`src/core/spcs_regs.vh`:
```
// Register map, field positions, reset values and timing counts of the serial port
// Behaviour
// - tx_empty_irq_en gates buffer-empty interrupt request
// - tx_done_irq_en gates transmission-complete interrupt request
// - rx_full_irq_en gates receive-full and overrun requests
// - line_quiet_irq_en gates idle-line interrupt request
// - tx_on enables transmitter, takes transmit pin
// - Rising tx_on queues one idle preamble
// - rx_on enables the receiver
// - rx_sleep arms wakeup, masks receiver requests
// - Wakeup condition clears rx_sleep by hardware
// - Toggled break_send sends one full break
// - Held break_send repeats whole break characters
// - Flags clear by status read, then data access
// - Status one ignores writes, always readable
// - tx_buf_empty sets when shifter takes data
// - tx_buf_empty clears on armed data-low write
// - tx_done_flag low while anything is sending
// - Transmit pin idles high while done
// - tx_done_flag clears by sequence or queueing
// - Simultaneous set and clear: clear wins for tx_done_flag, set wins for the other flags
// - Idle flag after 10 or 11 ones
// - No idle flag while rx_sleep set
// - Baud generator off until enabled, divisor nonzero
// - Nine-bit select sets frame, break, idle lengths
`ifndef SPCS_REGS_VH
`define SPCS_REGS_VH

`define SPCS_OFF_BAUD_HI   3'h0
`define SPCS_OFF_BAUD_LO   3'h1
`define SPCS_OFF_CTL_ONE   3'h2
`define SPCS_OFF_CTL_TWO   3'h3
`define SPCS_OFF_STAT_ONE  3'h4
`define SPCS_OFF_STAT_TWO  3'h5
`define SPCS_OFF_DATA_HI   3'h6
`define SPCS_OFF_DATA_LO   3'h7

`define SPCS_C2_TX_EMPTY_IE 7
`define SPCS_C2_TX_DONE_IE  6
`define SPCS_C2_RX_FULL_IE  5
`define SPCS_C2_QUIET_IE    4
`define SPCS_C2_TX_ON       3
`define SPCS_C2_RX_ON       2
`define SPCS_C2_RX_SLEEP    1
`define SPCS_C2_BREAK_SEND  0

`define SPCS_C1_LOOP        7
`define SPCS_C1_NINE_BIT    4
`define SPCS_C1_WAKE_ADDR   3

`define SPCS_S2_LONG_BREAK  2
`define SPCS_S2_RX_ACTIVE   0

`define SPCS_DH_RX_BIT8     7
`define SPCS_DH_TX_BIT8     6

`define SPCS_BAUD_RST       13'h0004
`define SPCS_CTL_RST        8'h00

`define SPCS_MID_TICK       4'h7
`define SPCS_LAST_TICK      4'hf
`define SPCS_FRAME_EIGHT    4'ha
`define SPCS_FRAME_NINE     4'hb
`define SPCS_LONG_BRK_EXTRA 4'h3

`endif

```
`src/core/spcs_top.v`:
```
// Serial port control, transmit status, baud, transmitter and receiver
//
// The strobed register port was left to the implementer.
`timescale 1ns/1ns
`include "spcs_regs.vh"

module spcs_top (
	input  wire       REF_CLK,
	input  wire       SYS_RST,
	input  wire [2:0] ADDR,
	input  wire [7:0] WDATA,
	input  wire       WR_STB,
	input  wire       RD_STB,
	output wire [7:0] RDATA,
	input  wire       RXD_IN,
	output wire       TXD_OUT,
	output wire       TXD_OE,
	output wire       IRQ
);

	localparam TX_IDLE  = 1'b0;
	localparam TX_SEND  = 1'b1;
	localparam RX_IDLE  = 2'd0;
	localparam RX_START = 2'd1;
	localparam RX_DATA  = 2'd2;

	reg  [4:0]  baud_tmp_reg;
	reg  [12:0] baud_div_reg;
	reg  [7:0]  ctl_one_reg;
	reg  [7:0]  ctl_two_reg;
	reg         long_break_reg;
	reg  [7:0]  tx_data_reg;
	reg         tx_bit8_reg;
	reg  [7:0]  rx_data_reg;
	reg         rx_bit8_reg;
	reg  [7:0]  rdata_reg;
	reg  [7:0]  arm_reg;
	reg         baud_started_reg;
	reg  [12:0] baud_cnt_reg;
	reg         tick_reg;
	reg  [3:0]  tx_sub_reg;
	reg         tx_state_reg;
	reg  [13:0] tx_shift_reg;
	reg  [3:0]  tx_cnt_reg;
	reg         tx_line_reg;
	reg         tx_pend_reg;
	reg         pre_pend_reg;
	reg         tx_empty_reg;
	reg         tx_done_reg;
	reg  [1:0]  rx_state_reg;
	reg  [3:0]  rx_sub_reg;
	reg  [3:0]  rx_cnt_reg;
	reg  [8:0]  rx_shift_reg;
	reg         rx_full_reg;
	reg         quiet_reg;
	reg         overrun_reg;
	reg         frame_err_reg;
	reg         quiet_armed_reg;
	reg  [7:0]  quiet_cnt_reg;
	reg         rx_meta_reg;
	reg         rx_sync_reg;
	reg         irq_reg;

	wire        wr_ctl_two  = WR_STB && (ADDR == `SPCS_OFF_CTL_TWO);
	wire        wr_data_lo  = WR_STB && (ADDR == `SPCS_OFF_DATA_LO);
	wire        rd_data_lo  = RD_STB && (ADDR == `SPCS_OFF_DATA_LO);
	wire        rd_stat_one = RD_STB && (ADDR == `SPCS_OFF_STAT_ONE);
	wire        tx_on       = ctl_two_reg[`SPCS_C2_TX_ON];
	wire        rx_on       = ctl_two_reg[`SPCS_C2_RX_ON];
	wire        rx_sleep    = ctl_two_reg[`SPCS_C2_RX_SLEEP];
	wire        break_send  = ctl_two_reg[`SPCS_C2_BREAK_SEND];
	wire        nine_bit    = ctl_one_reg[`SPCS_C1_NINE_BIT];
	wire        wake_addr   = ctl_one_reg[`SPCS_C1_WAKE_ADDR];
	wire [3:0]  frame_len   = nine_bit ? `SPCS_FRAME_NINE : `SPCS_FRAME_EIGHT;
	wire [3:0]  break_len   = long_break_reg ? frame_len + `SPCS_LONG_BRK_EXTRA : frame_len;
	wire [7:0]  quiet_len   = {frame_len, 4'h0};
	wire [7:0]  status_one  = {tx_empty_reg, tx_done_reg, rx_full_reg, quiet_reg,
	                           overrun_reg, 1'b0, frame_err_reg, 1'b0};
	wire        rx_in       = ctl_one_reg[`SPCS_C1_LOOP] ? tx_line_reg : rx_sync_reg;
	wire        bit_tick    = tick_reg && (tx_sub_reg == `SPCS_LAST_TICK);
	wire        tx_enter    = wr_ctl_two && WDATA[`SPCS_C2_TX_ON] && !tx_on;
	wire        tx_load     = (tx_state_reg == TX_IDLE) && bit_tick && tx_on &&
	                          (pre_pend_reg || break_send || tx_pend_reg);
	wire        load_data   = tx_load && !pre_pend_reg && !break_send;
	wire        brk_again   = (tx_state_reg == TX_SEND) && bit_tick &&
	                          (tx_cnt_reg == 4'h0) && break_send && tx_on;
	wire        rx_done     = tick_reg && (rx_state_reg == RX_DATA) &&
	                          (rx_sub_reg == `SPCS_LAST_TICK) && (rx_cnt_reg == frame_len - 4'h2);
	wire        addr_wake   = rx_sleep && wake_addr && rx_shift_reg[8];
	wire        rx_accept   = rx_done && (!rx_sleep || addr_wake);
	wire        quiet_hit   = tick_reg && rx_on && rx_in && (quiet_cnt_reg == quiet_len - 8'h1);
	wire        sleep_clr   = (rx_done && addr_wake) ||
	                          (quiet_hit && rx_sleep && !wake_addr);

	// Pin input synchroniser
	always @(posedge REF_CLK or posedge SYS_RST) begin
		if (SYS_RST) begin
			rx_meta_reg <= 1'b1;
			rx_sync_reg <= 1'b1;
		end else begin
			rx_meta_reg <= RXD_IN;
			rx_sync_reg <= rx_meta_reg;
		end
	end

	// Software-written registers
	always @(posedge REF_CLK or posedge SYS_RST) begin
		if (SYS_RST) begin
			baud_tmp_reg   <= 5'h00;
			baud_div_reg   <= `SPCS_BAUD_RST;
			ctl_one_reg    <= `SPCS_CTL_RST;
			ctl_two_reg    <= `SPCS_CTL_RST;
			long_break_reg <= 1'b0;
			tx_data_reg    <= 8'h00;
			tx_bit8_reg    <= 1'b0;
		end else begin
			if (WR_STB) begin
				case (ADDR)
				`SPCS_OFF_BAUD_HI: baud_tmp_reg <= WDATA[4:0];
				`SPCS_OFF_BAUD_LO: baud_div_reg <= {baud_tmp_reg, WDATA};
				`SPCS_OFF_CTL_ONE: ctl_one_reg <= WDATA;
				`SPCS_OFF_STAT_TWO: long_break_reg <= WDATA[`SPCS_S2_LONG_BREAK];
				`SPCS_OFF_DATA_HI: tx_bit8_reg <= WDATA[`SPCS_DH_TX_BIT8];
				`SPCS_OFF_DATA_LO: tx_data_reg <= WDATA;
				default: ; // Status one ignores writes
				endcase
			end
			// Control two, with hardware wakeup on rx_sleep
			if (wr_ctl_two) begin
				ctl_two_reg <= WDATA;
			end else if (sleep_clr) begin
				ctl_two_reg[`SPCS_C2_RX_SLEEP] <= 1'b0;
			end
		end
	end

	// Register read, data valid the cycle after the strobe
	always @(posedge REF_CLK or posedge SYS_RST) begin
		if (SYS_RST) begin
			rdata_reg <= 8'h00;
		end else if (RD_STB) begin
			case (ADDR)
			`SPCS_OFF_BAUD_HI: rdata_reg <= {3'h0, baud_div_reg[12:8]};
			`SPCS_OFF_BAUD_LO: rdata_reg <= baud_div_reg[7:0];
			`SPCS_OFF_CTL_ONE: rdata_reg <= ctl_one_reg;
			`SPCS_OFF_CTL_TWO: rdata_reg <= ctl_two_reg;
			`SPCS_OFF_STAT_ONE: rdata_reg <= status_one;
			`SPCS_OFF_STAT_TWO: rdata_reg <= {5'h00, long_break_reg, 1'b0,
			                                  rx_state_reg != RX_IDLE};
			`SPCS_OFF_DATA_HI: rdata_reg <= {rx_bit8_reg, tx_bit8_reg, 6'h00};
			`SPCS_OFF_DATA_LO: rdata_reg <= rx_data_reg;
			default: rdata_reg <= 8'h00;
			endcase
		end else begin
			rdata_reg <= 8'h00;
		end
	end

	// Clear arming: status read snapshots the set flags
	always @(posedge REF_CLK or posedge SYS_RST) begin
		if (SYS_RST) begin
			arm_reg <= 8'h00;
		end else if (rd_stat_one) begin
			arm_reg <= status_one;
		end else if (wr_data_lo) begin
			arm_reg <= {2'b00, arm_reg[5:0]};
		end else if (rd_data_lo) begin
			arm_reg <= {arm_reg[7:6], 6'h00};
		end
	end

	// Baud generator, sixteen ticks per bit
	always @(posedge REF_CLK or posedge SYS_RST) begin
		if (SYS_RST) begin
			baud_started_reg <= 1'b0;
			baud_cnt_reg     <= 13'h0000;
			tick_reg         <= 1'b0;
		end else begin
			if (tx_on || rx_on) begin
				baud_started_reg <= 1'b1;
			end
			if (!baud_started_reg || (baud_div_reg == 13'h0000)) begin
				baud_cnt_reg <= 13'h0000;
				tick_reg     <= 1'b0;
			end else if (baud_cnt_reg >= baud_div_reg - 13'h0001) begin
				baud_cnt_reg <= 13'h0000;
				tick_reg     <= 1'b1;
			end else begin
				baud_cnt_reg <= baud_cnt_reg + 13'h0001;
				tick_reg     <= 1'b0;
			end
		end
	end

	// Transmit queue: data, preamble and pending flags
	always @(posedge REF_CLK or posedge SYS_RST) begin
		if (SYS_RST) begin
			tx_pend_reg  <= 1'b0;
			pre_pend_reg <= 1'b0;
			tx_empty_reg <= 1'b1;
		end else begin
			if (wr_data_lo) begin
				tx_pend_reg <= 1'b1;
			end else if (load_data) begin
				tx_pend_reg <= 1'b0;
			end
			if (tx_enter) begin
				pre_pend_reg <= 1'b1;
			end else if (tx_load) begin
				pre_pend_reg <= 1'b0;
			end
			if (load_data) begin
				tx_empty_reg <= 1'b1;
			end else if (wr_data_lo && arm_reg[7]) begin
				tx_empty_reg <= 1'b0;
			end
		end
	end

	// Transmission complete: clearing wins over setting
	always @(posedge REF_CLK or posedge SYS_RST) begin
		if (SYS_RST) begin
			tx_done_reg <= 1'b1;
		end else if ((wr_data_lo && arm_reg[6]) || wr_data_lo || tx_enter ||
		             (wr_ctl_two && WDATA[`SPCS_C2_BREAK_SEND]) || tx_load) begin
			tx_done_reg <= 1'b0;
		end else if ((tx_state_reg == TX_IDLE) && tx_empty_reg && !tx_pend_reg &&
		             !pre_pend_reg && !break_send) begin
			tx_done_reg <= 1'b1;
		end
	end

	// Transmit shifter: data frames, preambles and breaks
	always @(posedge REF_CLK or posedge SYS_RST) begin
		if (SYS_RST) begin
			tx_sub_reg   <= 4'h0;
			tx_state_reg <= TX_IDLE;
			tx_shift_reg <= 14'h3fff;
			tx_cnt_reg   <= 4'h0;
			tx_line_reg  <= 1'b1;
		end else begin
			if (tick_reg) begin
				tx_sub_reg <= tx_sub_reg + 4'h1;
			end
			case (tx_state_reg)
			TX_IDLE: begin
				tx_line_reg <= 1'b1;
				if (tx_load) begin
					tx_state_reg <= TX_SEND;
					if (pre_pend_reg) begin
						tx_shift_reg <= 14'h3fff;
						tx_cnt_reg   <= frame_len;
					end else if (break_send) begin
						tx_shift_reg <= 14'h0000;
						tx_cnt_reg   <= break_len;
					end else begin
						tx_shift_reg <= {4'hf, nine_bit ? tx_bit8_reg : 1'b1,
						                 tx_data_reg, 1'b0};
						tx_cnt_reg   <= frame_len;
					end
				end
			end
			TX_SEND: begin
				if (bit_tick) begin
					// Last bit holds a full bit time before reload or idle
					if (tx_cnt_reg != 4'h0) begin
						tx_line_reg  <= tx_shift_reg[0];
						tx_shift_reg <= {1'b1, tx_shift_reg[13:1]};
						tx_cnt_reg   <= tx_cnt_reg - 4'h1;
					end else if (brk_again) begin
						tx_line_reg  <= 1'b0;
						tx_shift_reg <= 14'h2000;
						tx_cnt_reg   <= break_len - 4'h1;
					end else begin
						tx_line_reg  <= 1'b1;
						tx_state_reg <= TX_IDLE;
					end
				end
			end
			default: tx_state_reg <= TX_IDLE;
			endcase
		end
	end

	// Receiver: start detect, mid-bit sampling, stop check
	always @(posedge REF_CLK or posedge SYS_RST) begin
		if (SYS_RST) begin
			rx_state_reg <= RX_IDLE;
			rx_sub_reg   <= 4'h0;
			rx_cnt_reg   <= 4'h0;
			rx_shift_reg <= 9'h000;
		end else if (!rx_on) begin
			rx_state_reg <= RX_IDLE;
		end else if (tick_reg) begin
			rx_sub_reg <= rx_sub_reg + 4'h1;
			case (rx_state_reg)
			RX_IDLE: begin
				rx_sub_reg <= 4'h0;
				if (!rx_in) begin
					rx_state_reg <= RX_START;
				end
			end
			RX_START: begin
				if (rx_sub_reg == `SPCS_MID_TICK) begin
					rx_sub_reg   <= 4'h0;
					rx_cnt_reg   <= 4'h0;
					rx_state_reg <= rx_in ? RX_IDLE : RX_DATA;
				end
			end
			RX_DATA: begin
				if (rx_sub_reg == `SPCS_LAST_TICK) begin
					if (rx_done) begin
						rx_state_reg <= RX_IDLE;
					end else begin
						rx_shift_reg <= {rx_in, rx_shift_reg[8:1]};
						rx_cnt_reg   <= rx_cnt_reg + 4'h1;
					end
				end
			end
			default: rx_state_reg <= RX_IDLE;
			endcase
		end
	end

	// Receive flags and data; a set wins over a clear
	always @(posedge REF_CLK or posedge SYS_RST) begin
		if (SYS_RST) begin
			rx_full_reg     <= 1'b0;
			overrun_reg     <= 1'b0;
			frame_err_reg   <= 1'b0;
			rx_data_reg     <= 8'h00;
			rx_bit8_reg     <= 1'b0;
			quiet_reg       <= 1'b0;
			quiet_armed_reg <= 1'b0;
		end else begin
			if (rx_accept && !rx_full_reg) begin
				rx_full_reg   <= 1'b1;
				rx_data_reg   <= nine_bit ? rx_shift_reg[7:0] : rx_shift_reg[8:1];
				rx_bit8_reg   <= nine_bit & rx_shift_reg[8];
				frame_err_reg <= !rx_in;
			end else if (rd_data_lo) begin
				rx_full_reg   <= rx_full_reg & !arm_reg[5];
				frame_err_reg <= frame_err_reg & !arm_reg[1];
			end
			if (rx_accept && rx_full_reg) begin
				overrun_reg <= 1'b1;
			end else if (rd_data_lo && arm_reg[3]) begin
				overrun_reg <= 1'b0;
			end
			if (quiet_hit && quiet_armed_reg && !rx_sleep) begin
				quiet_reg <= 1'b1;
			end else if (rd_data_lo && arm_reg[4]) begin
				quiet_reg <= 1'b0;
			end
			if (rx_accept && !rx_full_reg) begin
				quiet_armed_reg <= 1'b1;
			end else if (quiet_hit && !rx_sleep) begin
				quiet_armed_reg <= 1'b0;
			end
		end
	end

	// Idle line counter in ticks of consecutive ones
	always @(posedge REF_CLK or posedge SYS_RST) begin
		if (SYS_RST) begin
			quiet_cnt_reg <= 8'h00;
		end else if (!rx_on || !rx_in) begin
			quiet_cnt_reg <= 8'h00;
		end else if (tick_reg && (quiet_cnt_reg < quiet_len)) begin
			quiet_cnt_reg <= quiet_cnt_reg + 8'h01;
		end
	end

	// Interrupt request from enabled flags
	always @(posedge REF_CLK or posedge SYS_RST) begin
		if (SYS_RST) begin
			irq_reg <= 1'b0;
		end else begin
			irq_reg <= (tx_empty_reg & ctl_two_reg[`SPCS_C2_TX_EMPTY_IE]) |
			           (tx_done_reg & ctl_two_reg[`SPCS_C2_TX_DONE_IE]) |
			           ((rx_full_reg | overrun_reg) & !rx_sleep &
			            ctl_two_reg[`SPCS_C2_RX_FULL_IE]) |
			           (quiet_reg & !rx_sleep & ctl_two_reg[`SPCS_C2_QUIET_IE]);
		end
	end

	// Outputs
	assign RDATA   = rdata_reg;
	assign TXD_OUT = tx_line_reg;
	assign TXD_OE  = tx_on || (tx_state_reg == TX_SEND);
	assign IRQ     = irq_reg;

endmodule // spcs_top

```
`config.mk`:
```
export PLATFORM = sky130hd
export DESIGN_NAME = spcs_top
export DESIGN_NICKNAME = d
export VERILOG_FILES = /design/src/core/spcs_top.v
export VERILOG_INCLUDE_DIRS = /design/src /design/src/core
export SDC_FILE = /design/constraint.sdc
export NUM_CORES = 1
export LEC_CHECK = 0
export BUFFER_PORTS_ARGS = -buffer_cell sky130_fd_sc_hd__buf_2
export CORE_AREA = 2 2 130 132
export DETAILED_ROUTE_END_ITERATION = 7
export DIE_AREA = 0 0 132 134
export PLACE_DENSITY_LB_ADDON = 0.05
export SETUP_SLACK_MARGIN = 0.05
export SLEW_MARGIN = 0
export SYNTH_ARGS = -nofsm -noshare
export SYNTH_HDL_FRONTEND = slang
export SYNTH_SLANG_ARGS = --single-unit
```
`constraint.sdc`:
```
create_clock -name REF_CLK -period 6.05 [get_ports REF_CLK]
set_input_delay 1.5125 -clock REF_CLK [delete_from_list [all_inputs] [get_ports REF_CLK]]
set_output_delay 1.5125 -clock REF_CLK [all_outputs]
set_load 0.005 [all_outputs]
```
== After elaboration in Yosys (flattened, before gate mapping) ==
Cells that the tools add are included.
Word-level totals
  bits in registers: 147
  input port bits: 16
  output and inout bits: 11
  word-level logic and storage cells: 263
Cells by class
  $add $sub $neg: 11
  $lt $le $gt $ge: 2
  eq/ne operators: 26
  mux-type cells: 73
  bitwise logic cells: 15
  reductions and logical operators: 98
Operator list (number)
  14-bit two-way mux: 6
  8-bit one-hot mux with 8 select lines: 1
  8-bit two-way mux: 6
  4-bit two-way mux: 11
  1-bit logical AND: 43
  1-bit two-way mux: 32
  14-bit one-hot mux with 2 select lines: 1
  2-bit nonzero test: 14
  13-bit two-way mux: 2
  4-bit one-hot mux with 2 select lines: 3
  2-bit AND reduction: 8
  2-bit two-way mux: 7
  13-bit by 1-bit adder with 13-bit output, second input constant: 1
  13-bit >= comparator: 1
  13-bit zero test: 1
  13-bit by 1-bit subtractor with 13-bit output, second input constant: 1
  4-bit by 1-bit adder with 4-bit output, second input constant: 3
  3-bit equality test, second input constant: 4
  1-bit zero test: 12
  1-bit logical OR: 12
  5-bit AND reduction: 2
  1-bit AND: 9
  3-bit inequality test, second input constant: 3
  8-bit by 1-bit adder with 8-bit output, second input constant: 1
  other kinds (28): 41

== Depth between registers and ports, before layout ==
Gate-level depths: netlist (run 1).
  depth in word-level cells: 10
  gate-level depth with buffers: 12
  depth with buffers taken out: 11

== Worst setup path before layout (run 1) ==
No wires, ideal clock.
  path kind: input -> register
  start point: input ADDR[0]
  end point: register baud_div_reg[3]
  setup time: 125 ps
  arrival: 2886 ps
  data required time: 5925 ps
  setup slack: 3040 ps
  cell stages on the path: 5
  buffers on the path: 2
  cells stage by stage: clkbuf_1 -> nand2b_1 -> nor2_1 -> clkbuf_1 -> mux2_2
On the way
  cells in the longest elaborated chain, start to end: 2
Ends and longest elaborated chain
  from (decl): RTL line spcs_top.v:10  | input wire [2:0] ADDR,
  3-bit by 1-bit equality test with 1-bit output: RTL line spcs_top.v:118  | case (ADDR)
  2-bit AND reduction (no source line)
  to (signal assigned): RTL line spcs_top.v:110  | baud_div_reg <= `SPCS_BAUD_RST;
  to (signal assigned): RTL line spcs_top.v:120  | `SPCS_OFF_BAUD_LO: baud_div_reg <= {baud_tmp_reg, WDATA};
  to (decl): RTL line spcs_top.v:28  | reg [12:0] baud_div_reg;
Every way passes these cells.
A chain may end at the register's enable or synchronous reset.

== Worst setup path in the final report (run 1) ==
  start point: register baud_div_reg[5]
  end point: register baud_cnt_reg[9]
On the way
  cells in the longest elaborated chain, start to end: 4
  elaborated cells on any way between the ends: 6
  those cells by class: add/sub (1); order compare (1); mux (2); reduce/logical (2)
Ends and longest elaborated chain
  13-bit by 1-bit subtractor with 13-bit output: RTL line spcs_top.v:185  | end else if (baud_cnt_reg >= baud_div_reg - 13'h0001) begin
  13-bit >= comparator: RTL line spcs_top.v:185
  13-bit two-way mux: RTL line spcs_top.v:185
  13-bit two-way mux (*): RTL line spcs_top.v:182  | if (!baud_started_reg || (baud_div_reg == 13'h0000)) begin
  to (signal assigned): RTL line spcs_top.v:189  | baud_cnt_reg <= baud_cnt_reg + 13'h0001;
  to (decl): RTL line spcs_top.v:39  | reg [12:0] baud_cnt_reg;
Mark *: on every way between the ends. The rest lies on a longest branch, timed or not.

==> results summary, run 1 <==
The run finished with clean final reports. The cell count after synthesis is approximately 740. The proportion of layout cells with a drive suffix above 1 is 0.164.

The cell sitting at the root of the clock tree is a sky130_fd_sc_hd__clkbuf_16. The routed wire length came out at roughly 16000 um. The critical path is of the reg -> reg type.

The count of flip-flops with a built-in enable after synthesis came out at 0. The final hold violation count is 0. The startpoint identified for the worst register-to-register timing path is baud_div_reg[5]. Traced cell by cell, the critical path runs through nor4_1, nand3_1, o41a_1, nor2_1, ha_1, nand3_1, nor3_1, a2111oi_0, nand4b_1, nor2_1. The largest fanout on the critical path is 13. The post-route DRC violation count is 0. Setup repair after global routing left no endpoint under its margin. The worst voltage drop across the vdd grid came out at 223 uV.

The tool flagged a number of max-cap violations equal to 0. The clock network latency to the later pin of the worst-skew pair is 0.42 ns. The cell depth of the worst flop-to-flop path is 10. The data required time of the worst path is 6.39 ns.

The number of slew-limit violations in the final report is 0. In the post-synthesis netlist, the biggest area contributors are sky130_fd_sc_hd__dfrtp_1 43%, sky130_fd_sc_hd__dfstp_2 7.3%, sky130_fd_sc_hd__nand2_1 6.4%. The number of input and output port buffers inserted came out at 26. After filler insertion, the fill cell instance count of the layout stands at around 1500.

The via count of the first global-routing pass is 5018. The I/O pin count came out at 27. CTS built an H-tree with a depth of 4. The worst setup path is launched from a register. The setup TNS is 0 ns.

The sequential cell area is 3630 um2. The terminus of the critical flop-to-flop path is baud_cnt_reg[9]. For the pin with the worst max-slew slack, the measured transition is 1.12 ns. The post-CTS clock slew at the launch and capture registers of the worst setup and hold paths came out at roughly 0.06 ns. Among all flip-flop cells after synthesis, the most frequent one is sky130_fd_sc_hd__dfrtp_1. For this run, the detailed router's first-pass iteration total came to 5. The die is 134 um tall. The average size of a mapped cell is about 9.8 um2.

The leftover overflow at the end of global routing is 0. The post-detailed-route via-to-cell ratio came out at 5.44. The die is approximately 130 um wide.

The leakage power figure is between 3 and 4 nW. With fillers left out, the area of the finished cells amounts to 8180 um2. The portion of the clock cycle consumed by the worst path in the final layout is 0.574. Among all stages on the critical path, the largest delay is contributed by sky130_fd_sc_hd__nand4b_1. The power per cell area came out at about 360 nW/um2.

The sequential area share after synthesis is 0.503. The die covers around 18000 um2. Entering global routing, the biggest net connects ~110 pins. The cell area after synthesis came out at 7220 um2.

The routed layout has between 5000 and 6000 vias. The number of resized instances in the post-cts repair step is 0. The kind of cell with the highest combined delay along the critical path is simple AND/OR/NAND/NOR gates. For this configuration, the core starts out at a cell density of 0.443. The share of synthesized flip-flops with an asynchronous set or reset is 1.00. The final worst setup slack came out at ~2.6 ns. Based on the critical path, the design can be clocked at up to just under 300 MHz. The initial DRC count is slightly above 300. The worst slew margin relative to its limit is 0.250.

The count of cell types in the netlist is 57. The pre-CTS setup slack is between 2 and 3 ns. The register bit count reported by yosys is between 100 and 150. The relative area change from synthesis to final layout came out at 13.4%. The min-delay analysis places its worst path in the category reg -> reg. The data arrival time of the critical path came out at about 3.8 ns. The slack of the worst reg-to-reg path came out at 2.58 ns. The cell area after placement came out at 7490 um2. The average wire per standard cell came out at between 15 and 20 um. The number of nets in the layout is 783. The count of endpoints failing setup in the final report came out at 0. The destination of the worst hold path is rx_sync_reg. The count of nets left with antenna violations once routing finished came out at 0.

The share of synthesized area in the top cell type comes to 0.430. The maximum cell stage delay along the critical path is between 0.6 and 0.7 ns. The register with the most flip-flops in the layout has 14 of them. The final clock skew is ~0.0078 ns.

The congestion estimate from routability-driven global placement came to around 0.87. The total CTS buffers came out at 17. The wire length of the first global-routing pass came out at 26500 um. 0 antenna diodes ended up in the layout. The worst path needs 3.47 ns of the cycle, external delays included. Once the clock tree was built, the setup fixing pass inserted 0 buffers.

STA classifies the critical path endpoint as a register. TritonCTS built the clock tree. The largest buffer count on any clock path is 2. The yosys synthesis warning count is 0. Counting instances, the worst hold path has a depth of 0.

The number of antenna violations at the first check in global routing is 0. The placeable core region is 16300 um2. The number of clock sinks came out at about 140. The overall track demand over capacity in global routing came out at 0.193. The count of standard-cell rows came out at 47. The net count after synthesis is 773. The area of the multi-input gates is approximately 3400 um2. The half-perimeter wire length of the detailed placement result came out at 11400 um. Leaving out fill and tap cells, the most frequent cells in the layout are 124 x sky130_fd_sc_hd__dfrtp_1, 124 x sky130_fd_sc_hd__nand2_1, 55 x sky130_fd_sc_hd__o21ai_0, 51 x sky130_fd_sc_hd__nor2_1, 37 x sky130_fd_sc_hd__mux2_2. The startpoint identified for the worst hold timing path is rx_meta_reg. The synthesized design spends more area on one cell type than any other, namely sky130_fd_sc_hd__dfrtp_1. The critical path contains buffers and inverters numbering 0 combined.

For this design, the CTS-stage hold fixing added 0 buffers.
-- cell type report --
type                    instances  share of cell area
clock buffers                  17              0.0520
clock inverters                15              0.0323
inverters                      21              0.0102
multi-input cells             533               0.411
flip-flops and latches        144               0.443
well taps                     220              0.0336
repair buffers                 28              0.0177
-- power breakdown --
group / leakage [nW] / total, mW / internal, mW / switching, mW
Combinational: 1.55 / 0.493 / 0.232 / 0.262
Clock: 0.327 / 1.22 / 0.813 / 0.408
Sequential: 1.82 / 1.27 / 1.10 / 0.169
Total: 3.70 / 2.98 / 2.14 / 0.839
-- worst register-to-register path, cell delays in order (launching register included) --
cell and delay [ns]:
sky130_fd_sc_hd__dfrtp_1 0.46, sky130_fd_sc_hd__nor4_1 0.40, sky130_fd_sc_hd__nand3_1 0.18, sky130_fd_sc_hd__o41a_1 0.34, sky130_fd_sc_hd__nor2_1 0.11, sky130_fd_sc_hd__ha_1 0.24, sky130_fd_sc_hd__nand3_1 0.15, sky130_fd_sc_hd__nor3_1 0.08
sky130_fd_sc_hd__a2111oi_0 0.57, sky130_fd_sc_hd__nand4b_1 0.61, sky130_fd_sc_hd__nor2_1 0.26
-- synth_stat cells, types with 5 or more instances --
master,n
sky130_fd_sc_hd__a21o_1,11
sky130_fd_sc_hd__inv_1,20
sky130_fd_sc_hd__o211ai_1,7
sky130_fd_sc_hd__nor3_1,16
sky130_fd_sc_hd__nor2b_1,8
sky130_fd_sc_hd__xnor2_1,18
sky130_fd_sc_hd__nand3_1,27
sky130_fd_sc_hd__nand4_1,10
sky130_fd_sc_hd__dfstp_2,20
sky130_fd_sc_hd__a22o_1,7
sky130_fd_sc_hd__ha_1,22
sky130_fd_sc_hd__nand2_1,124
sky130_fd_sc_hd__mux2i_1,17
sky130_fd_sc_hd__and3_1,10
sky130_fd_sc_hd__or3_1,5
sky130_fd_sc_hd__mux2_2,37
sky130_fd_sc_hd__o21ai_0,55
sky130_fd_sc_hd__clkbuf_1,29
sky130_fd_sc_hd__dfrtp_1,124
sky130_fd_sc_hd__nor2_1,51
sky130_fd_sc_hd__xor2_1,16
sky130_fd_sc_hd__a21oi_1,33
-- stage by stage --
stage          hold WS (ns)  std cells  total power [mW]   util
6_report              0.354        978              2.98  0.502
5_1_grt               0.357        978              3.15  0.502
4_1_cts               0.355        978              3.02  0.502
3_5_place_dp          0.347        946              1.78  0.460
3_3_place_gp          0.346        946              1.76  0.460
2_1_floorplan         0.345        735              1.61      -
-- logic make-up (layout without fill, tap and decap cells) --
group,after synthesis,count (layout),synth area share
simple gates,275,275,0.173
compound gates,147,147,0.129
flops,144,144,0.503
buf+inv,58,81,0.0314
mux,55,55,0.0844
xor+xnor,34,34,0.0413
fa+ha+maj,22,22,0.0381
-- metal layers --
layer	up-vias	part of all wire	global-route usage
li1	2597	-	-
met1	2623	0.48	0.271
met2	83	0.47	0.303
met3	15	0.037	0.0370
met4	0	0.013	0.0652
met5	-	0	0
-- how the worst max path moves through the flow --
| stage | startpoint | slack (ns) | endpoint | cells past startpoint |
|---|---|---|---|---|
| final | baud_div_reg[5] | 2.58 | baud_cnt_reg[9] | 10 |
| after global routing | baud_div_reg[5] | 2.17 | baud_cnt_reg[2] | 10 |
| after CTS | baud_div_reg[3] | 2.61 | baud_cnt_reg[0] | 11 |
| after detailed placement | ADDR[0] | 2.57 | baud_div_reg[11] | 4 |
| after global placement | ADDR[1] | 2.65 | baud_div_reg[4] | 5 |
| after floorplan | SYS_RST | 0.70 | IRQ | 1 |
(Power assumes the default switching activity.)
==> inputs of run 2 (changes only) <==
--- a/config.mk
+++ b/config.mk
@@ -6,10 +6,11 @@
 export SDC_FILE = /design/constraint.sdc
 export NUM_CORES = 1
 export LEC_CHECK = 0
+export ABC_AREA = 1
 export BUFFER_PORTS_ARGS = -buffer_cell sky130_fd_sc_hd__buf_2
-export CORE_AREA = 2 2 130 132
+export CORE_AREA = 2 2 133 135
 export DETAILED_ROUTE_END_ITERATION = 7
-export DIE_AREA = 0 0 132 134
+export DIE_AREA = 0 0 135 137
 export PLACE_DENSITY_LB_ADDON = 0.05
 export SETUP_SLACK_MARGIN = 0.05
 export SLEW_MARGIN = 0
==> constraint.sdc (replaced) <==
create_clock -name REF_CLK -period 3.4 [get_ports REF_CLK]
set_input_delay 0.85 -clock REF_CLK [delete_from_list [all_inputs] [get_ports REF_CLK]]
set_output_delay 0.85 -clock REF_CLK [all_outputs]
set_load 0.005 [all_outputs]
==> results summary, run 2 <==
Once detailed placement completed, the half-perimeter wirelength came to about 13000 um. The via count of the first global-routing pass came to 5867. Sorting the synthesized cells by how often they occur yields 242 x sky130_fd_sc_hd__nand2_1, 124 x sky130_fd_sc_hd__dfrtp_1, 117 x sky130_fd_sc_hd__inv_1.

The data arrival time of the critical path came out at between 3 and 4 ns. The proportion of layout cells with a drive suffix above 1 came out at 0.119. The analysis attributes to net switching a power of ~1.6 mW. After detailed routing, the total wire length is 18400 um. The vertical extent of the die is around 140 um. In the final routed layout, each cell accounts on average for about 15 um. The cell chosen for the clock root is sky130_fd_sc_hd__clkbuf_16. The count of nets left with antenna violations once routing finished came out at 0. The overall track demand over capacity in global routing is 0.213. Of the synthesized area, sequential elements account for 0.479. The net count after synthesis is 984.

Once routing completed, OpenROAD measured the worst setup slack at 0.622 ns. The worst slew margin relative to its limit is 0.480. The placeable core region came out at between 15000 and 20000 um2. The number of slew-limit violations in the final report came to 0.

After filler insertion, the fill cell instance count of the layout stands at roughly 1700. At the placement stage, the worst setup path has a slack of 0.651 ns. The portion of the clock cycle consumed by the worst path in the final layout is 0.817. The number of clock buffers added by TritonCTS is 17. In the synthesized netlist the dominant register cell turns out to be sky130_fd_sc_hd__dfrtp_1. The switching power as a share of total power came out at 0.302. The die outline area is ~18000 um2. The part of the total power dissipated in combinational logic is 0.191. For this block, the initial DRC count from the detailed router was a little over 400. The share of synthesized flip-flops with an asynchronous set or reset came out at 1.00. The cell count after synthesis is 946.

The slack of the worst reg-to-reg path came out at 0.62 ns. The library cell used most frequently in the layout, excluding fill and tap cells, is sky130_fd_sc_hd__nand2_1. The I/O pin count came out at 27. In this run, placement finished with an instance count of around 1200. The TritonCTS clock tree is built. The number of nets in the layout came out at approximately 1000. The number of antenna violations at the first check in global routing came out at 1. The type of destination of the critical path is a register. In this run the mean area of a mapped cell was around 8 um2. The setup TNS is 0 ns. The leftover overflow at the end of global routing came out at 0.

The H-tree generated during clock tree synthesis spans 4 levels. The number of input and output port buffers inserted came out at 26. The origin of the worst setup path is baud_div_reg[0].

The flip-flop count of the largest register, all copies and words added is 14. The worst hold path begins at rx_meta_reg. The largest fanout on the critical path came out at 14. The post-CTS clock slew at the launch and capture registers of the worst setup and hold paths is 0.06 ns. The leakage power figure is 4.08 nW. The area of the multi-input gates is roughly 3400 um2. The critical path class is reg -> reg. In the layout the commonest cells are 242 x sky130_fd_sc_hd__nand2_1, 124 x sky130_fd_sc_hd__dfrtp_1, 116 x sky130_fd_sc_hd__inv_1, 114 x sky130_fd_sc_hd__o21ai_0, 70 x sky130_fd_sc_hd__nor2_1. The die width came out at between 100 and 150 um. Once layout is complete, the cells apart from fillers number around 1200. After detailed routing, the number of remaining DRC violations is 0. The final hold violation count was 0. The final clock skew came out at between 0.007 and 0.008 ns. The class of the worst hold path is reg -> reg.

The first-pass detailed-route iteration total is 6. From synthesis to final layout, the design area changed by 13.6%. The count of hold-fix buffers inserted at cts came out at 0. Ranked by total cell area, the synthesized netlist is headed by sky130_fd_sc_hd__dfrtp_1 41%, sky130_fd_sc_hd__nand2_1 12%, sky130_fd_sc_hd__o21ai_0 7.5%. Of the total power, registers draw 0.404. The yosys synthesis warning count is 0. The total via count after detailed routing came out at 6163.

The power per cell area is between 600 and 700 nW/um2. The post-synthesis cell type with the largest combined area is sky130_fd_sc_hd__dfrtp_1. The run finished with clean final reports.

The tool flagged a number of max-cap violations equal to 0. The synthesized design contains 0 enable-type register cells. The proportion of power drawn by the clock network came out at 0.405. The portion of synthesized cell area occupied by the leading cell type came out at 0.410. The worst setup path is launched from a register. sky130_fd_sc_hd__nand2_1 is the most common cell in the netlist. The data required time of the worst path came out at around 3.7 ns.

The maximum operating frequency came out at 360 MHz. The wire length of the first global-routing pass is between 30000 and 40000 um. After detailed routing, the number of vias per cell comes to 5.08. The internal portion of the total power is approximately 3.7 mW.

The cell area after synthesis came out at about 7600 um2. Setup repair after global routing left no endpoint under its margin. The worst register-to-register path ends at baud_cnt_reg[11].

The worst voltage drop across the vdd grid came out at about 360 uV. The effective utilization at floorplan came out at 0.444. The sequential cell area is between 3000 and 4000 um2. The slew of the pin with the lowest slew margin is 0.779 ns. The register bit count reported by yosys is 144.

Counting distinct cell types in the post-synthesis netlist gives 41. The reg-to-reg critical path startpoint is baud_div_reg[0]. The maximum number of pins on one net before global-route repair came out at 44. The antenna cell count came out at 0. The clock network latency to the later pin of the worst-skew pair came out at between 0.4 and 0.5 ns. Row generation in the floorplan step produced 48 rows. The capturing instance or port of the critical path is baud_cnt_reg[11].

Routability-driven placement finished with a final weighted congestion of just over 0.8. The count of endpoints failing setup in the final report is 0. The largest buffer count on any clock path came out at 2. The post-CTS setup repair buffer count is 0. The final critical-path required period is between 2 and 3 ns. The cell depth of the worst flop-to-flop path is 13. The number of clock sinks is between 100 and 150.

The number of resized instances in the post-cts repair step is 0.
[run 2: cell types whose count changed in the layout (fill, tap and decap cells not counted), sizes merged, moves of 17 or more]
cell   delta
inv     +101
mux2     -34
mux2i    -17
nand2   +122
nand3    +33
nand4    +20
nor2     +27
o21ai    +76
[run 2: metrics by stage]
stage | total power, mW | area (um2) | utilization | hold WS, ns
floorplan | 2.91 | 7580 | - | 0.345
CTS | 5.39 | 8610 | 0.505 | 0.356
global placement | 3.21 | 7940 | 0.465 | 0.347
global route | 5.66 | 8610 | 0.505 | 0.363
detailed placement | 3.21 | 7940 | 0.465 | 0.347
finish | 5.34 | 8610 | 0.505 | 0.356
[run 2: worst max-delay path: stages (launching register included)]
cell and delay [ns]:
sky130_fd_sc_hd__dfrtp_1 0.41, sky130_fd_sc_hd__inv_1 0.09, sky130_fd_sc_hd__ha_1 0.20, sky130_fd_sc_hd__nand3_2 0.13, sky130_fd_sc_hd__nor2_1 0.26, sky130_fd_sc_hd__nand2_1 0.09
sky130_fd_sc_hd__nor2_1 0.09, sky130_fd_sc_hd__nor2_1 0.05, sky130_fd_sc_hd__ha_1 0.31, sky130_fd_sc_hd__a21oi_1 0.14, sky130_fd_sc_hd__o21ai_0 0.09, sky130_fd_sc_hd__a21oi_1 0.12
sky130_fd_sc_hd__nand3_1 0.44, sky130_fd_sc_hd__nor2_1 0.26
[run 2: cell families after synthesis]
family                   after synthesis  synth area share
flip-flops                           144             0.479
buffers and inverters                145            0.0780
AND/OR/NAND/NOR                      437             0.258
XOR/XNOR                              17            0.0197
multiplexers                           3           0.00446
AO/OA/AOI/OAI                        178             0.125
adder cells (fa/ha/maj)               22            0.0363
[run 2: worst min path at each step]
stage,end,slack (ns),depth (start not counted)
global route,rx_sync_reg,0.36,0
floorplan,rx_sync_reg,0.35,0
CTS,rx_sync_reg,0.36,0
global placement,rx_sync_reg,0.35,0
finish,rx_sync_reg,0.36,0
detailed placement,rx_sync_reg,0.35,0
[run 2: per-layer routing]
| metal | share of wire | GRT usage | wire (um) |
|---|---|---|---|
| met5 | 0.00071 | 0 | 13 |
| met4 | 0.012 | 0.0602 | 228 |
| met3 | 0.052 | 0.0511 | 951 |
| met2 | 0.46 | 0.330 | 8450 |
| met1 | 0.48 | 0.300 | 8790 |
[run 2: layout make-up]
class / count / share of cell area
tap: 225 / 0.0327
sequential: 144 / 0.421
timing repair buffer: 35 / 0.0244
clock inverter: 13 / 0.0269
inverter: 121 / 0.0532
clock buffer: 19 / 0.0514
multi-input combinational: 657 / 0.390
[run 2: power by group through the flow]
| stage | clock network [mW] | logic [mW] | registers [mW] |
|---|---|---|---|
| 2_1_floorplan | 0 | 0.786 | 2.12 |
| 3_3_place_gp | 0 | 1.02 | 2.19 |
| 3_5_place_dp | 0 | 1.03 | 2.19 |
| 4_1_cts | 2.20 | 1.03 | 2.16 |
| 5_1_grt | 2.29 | 1.18 | 2.19 |
| 6_report | 2.16 | 1.02 | 2.16 |
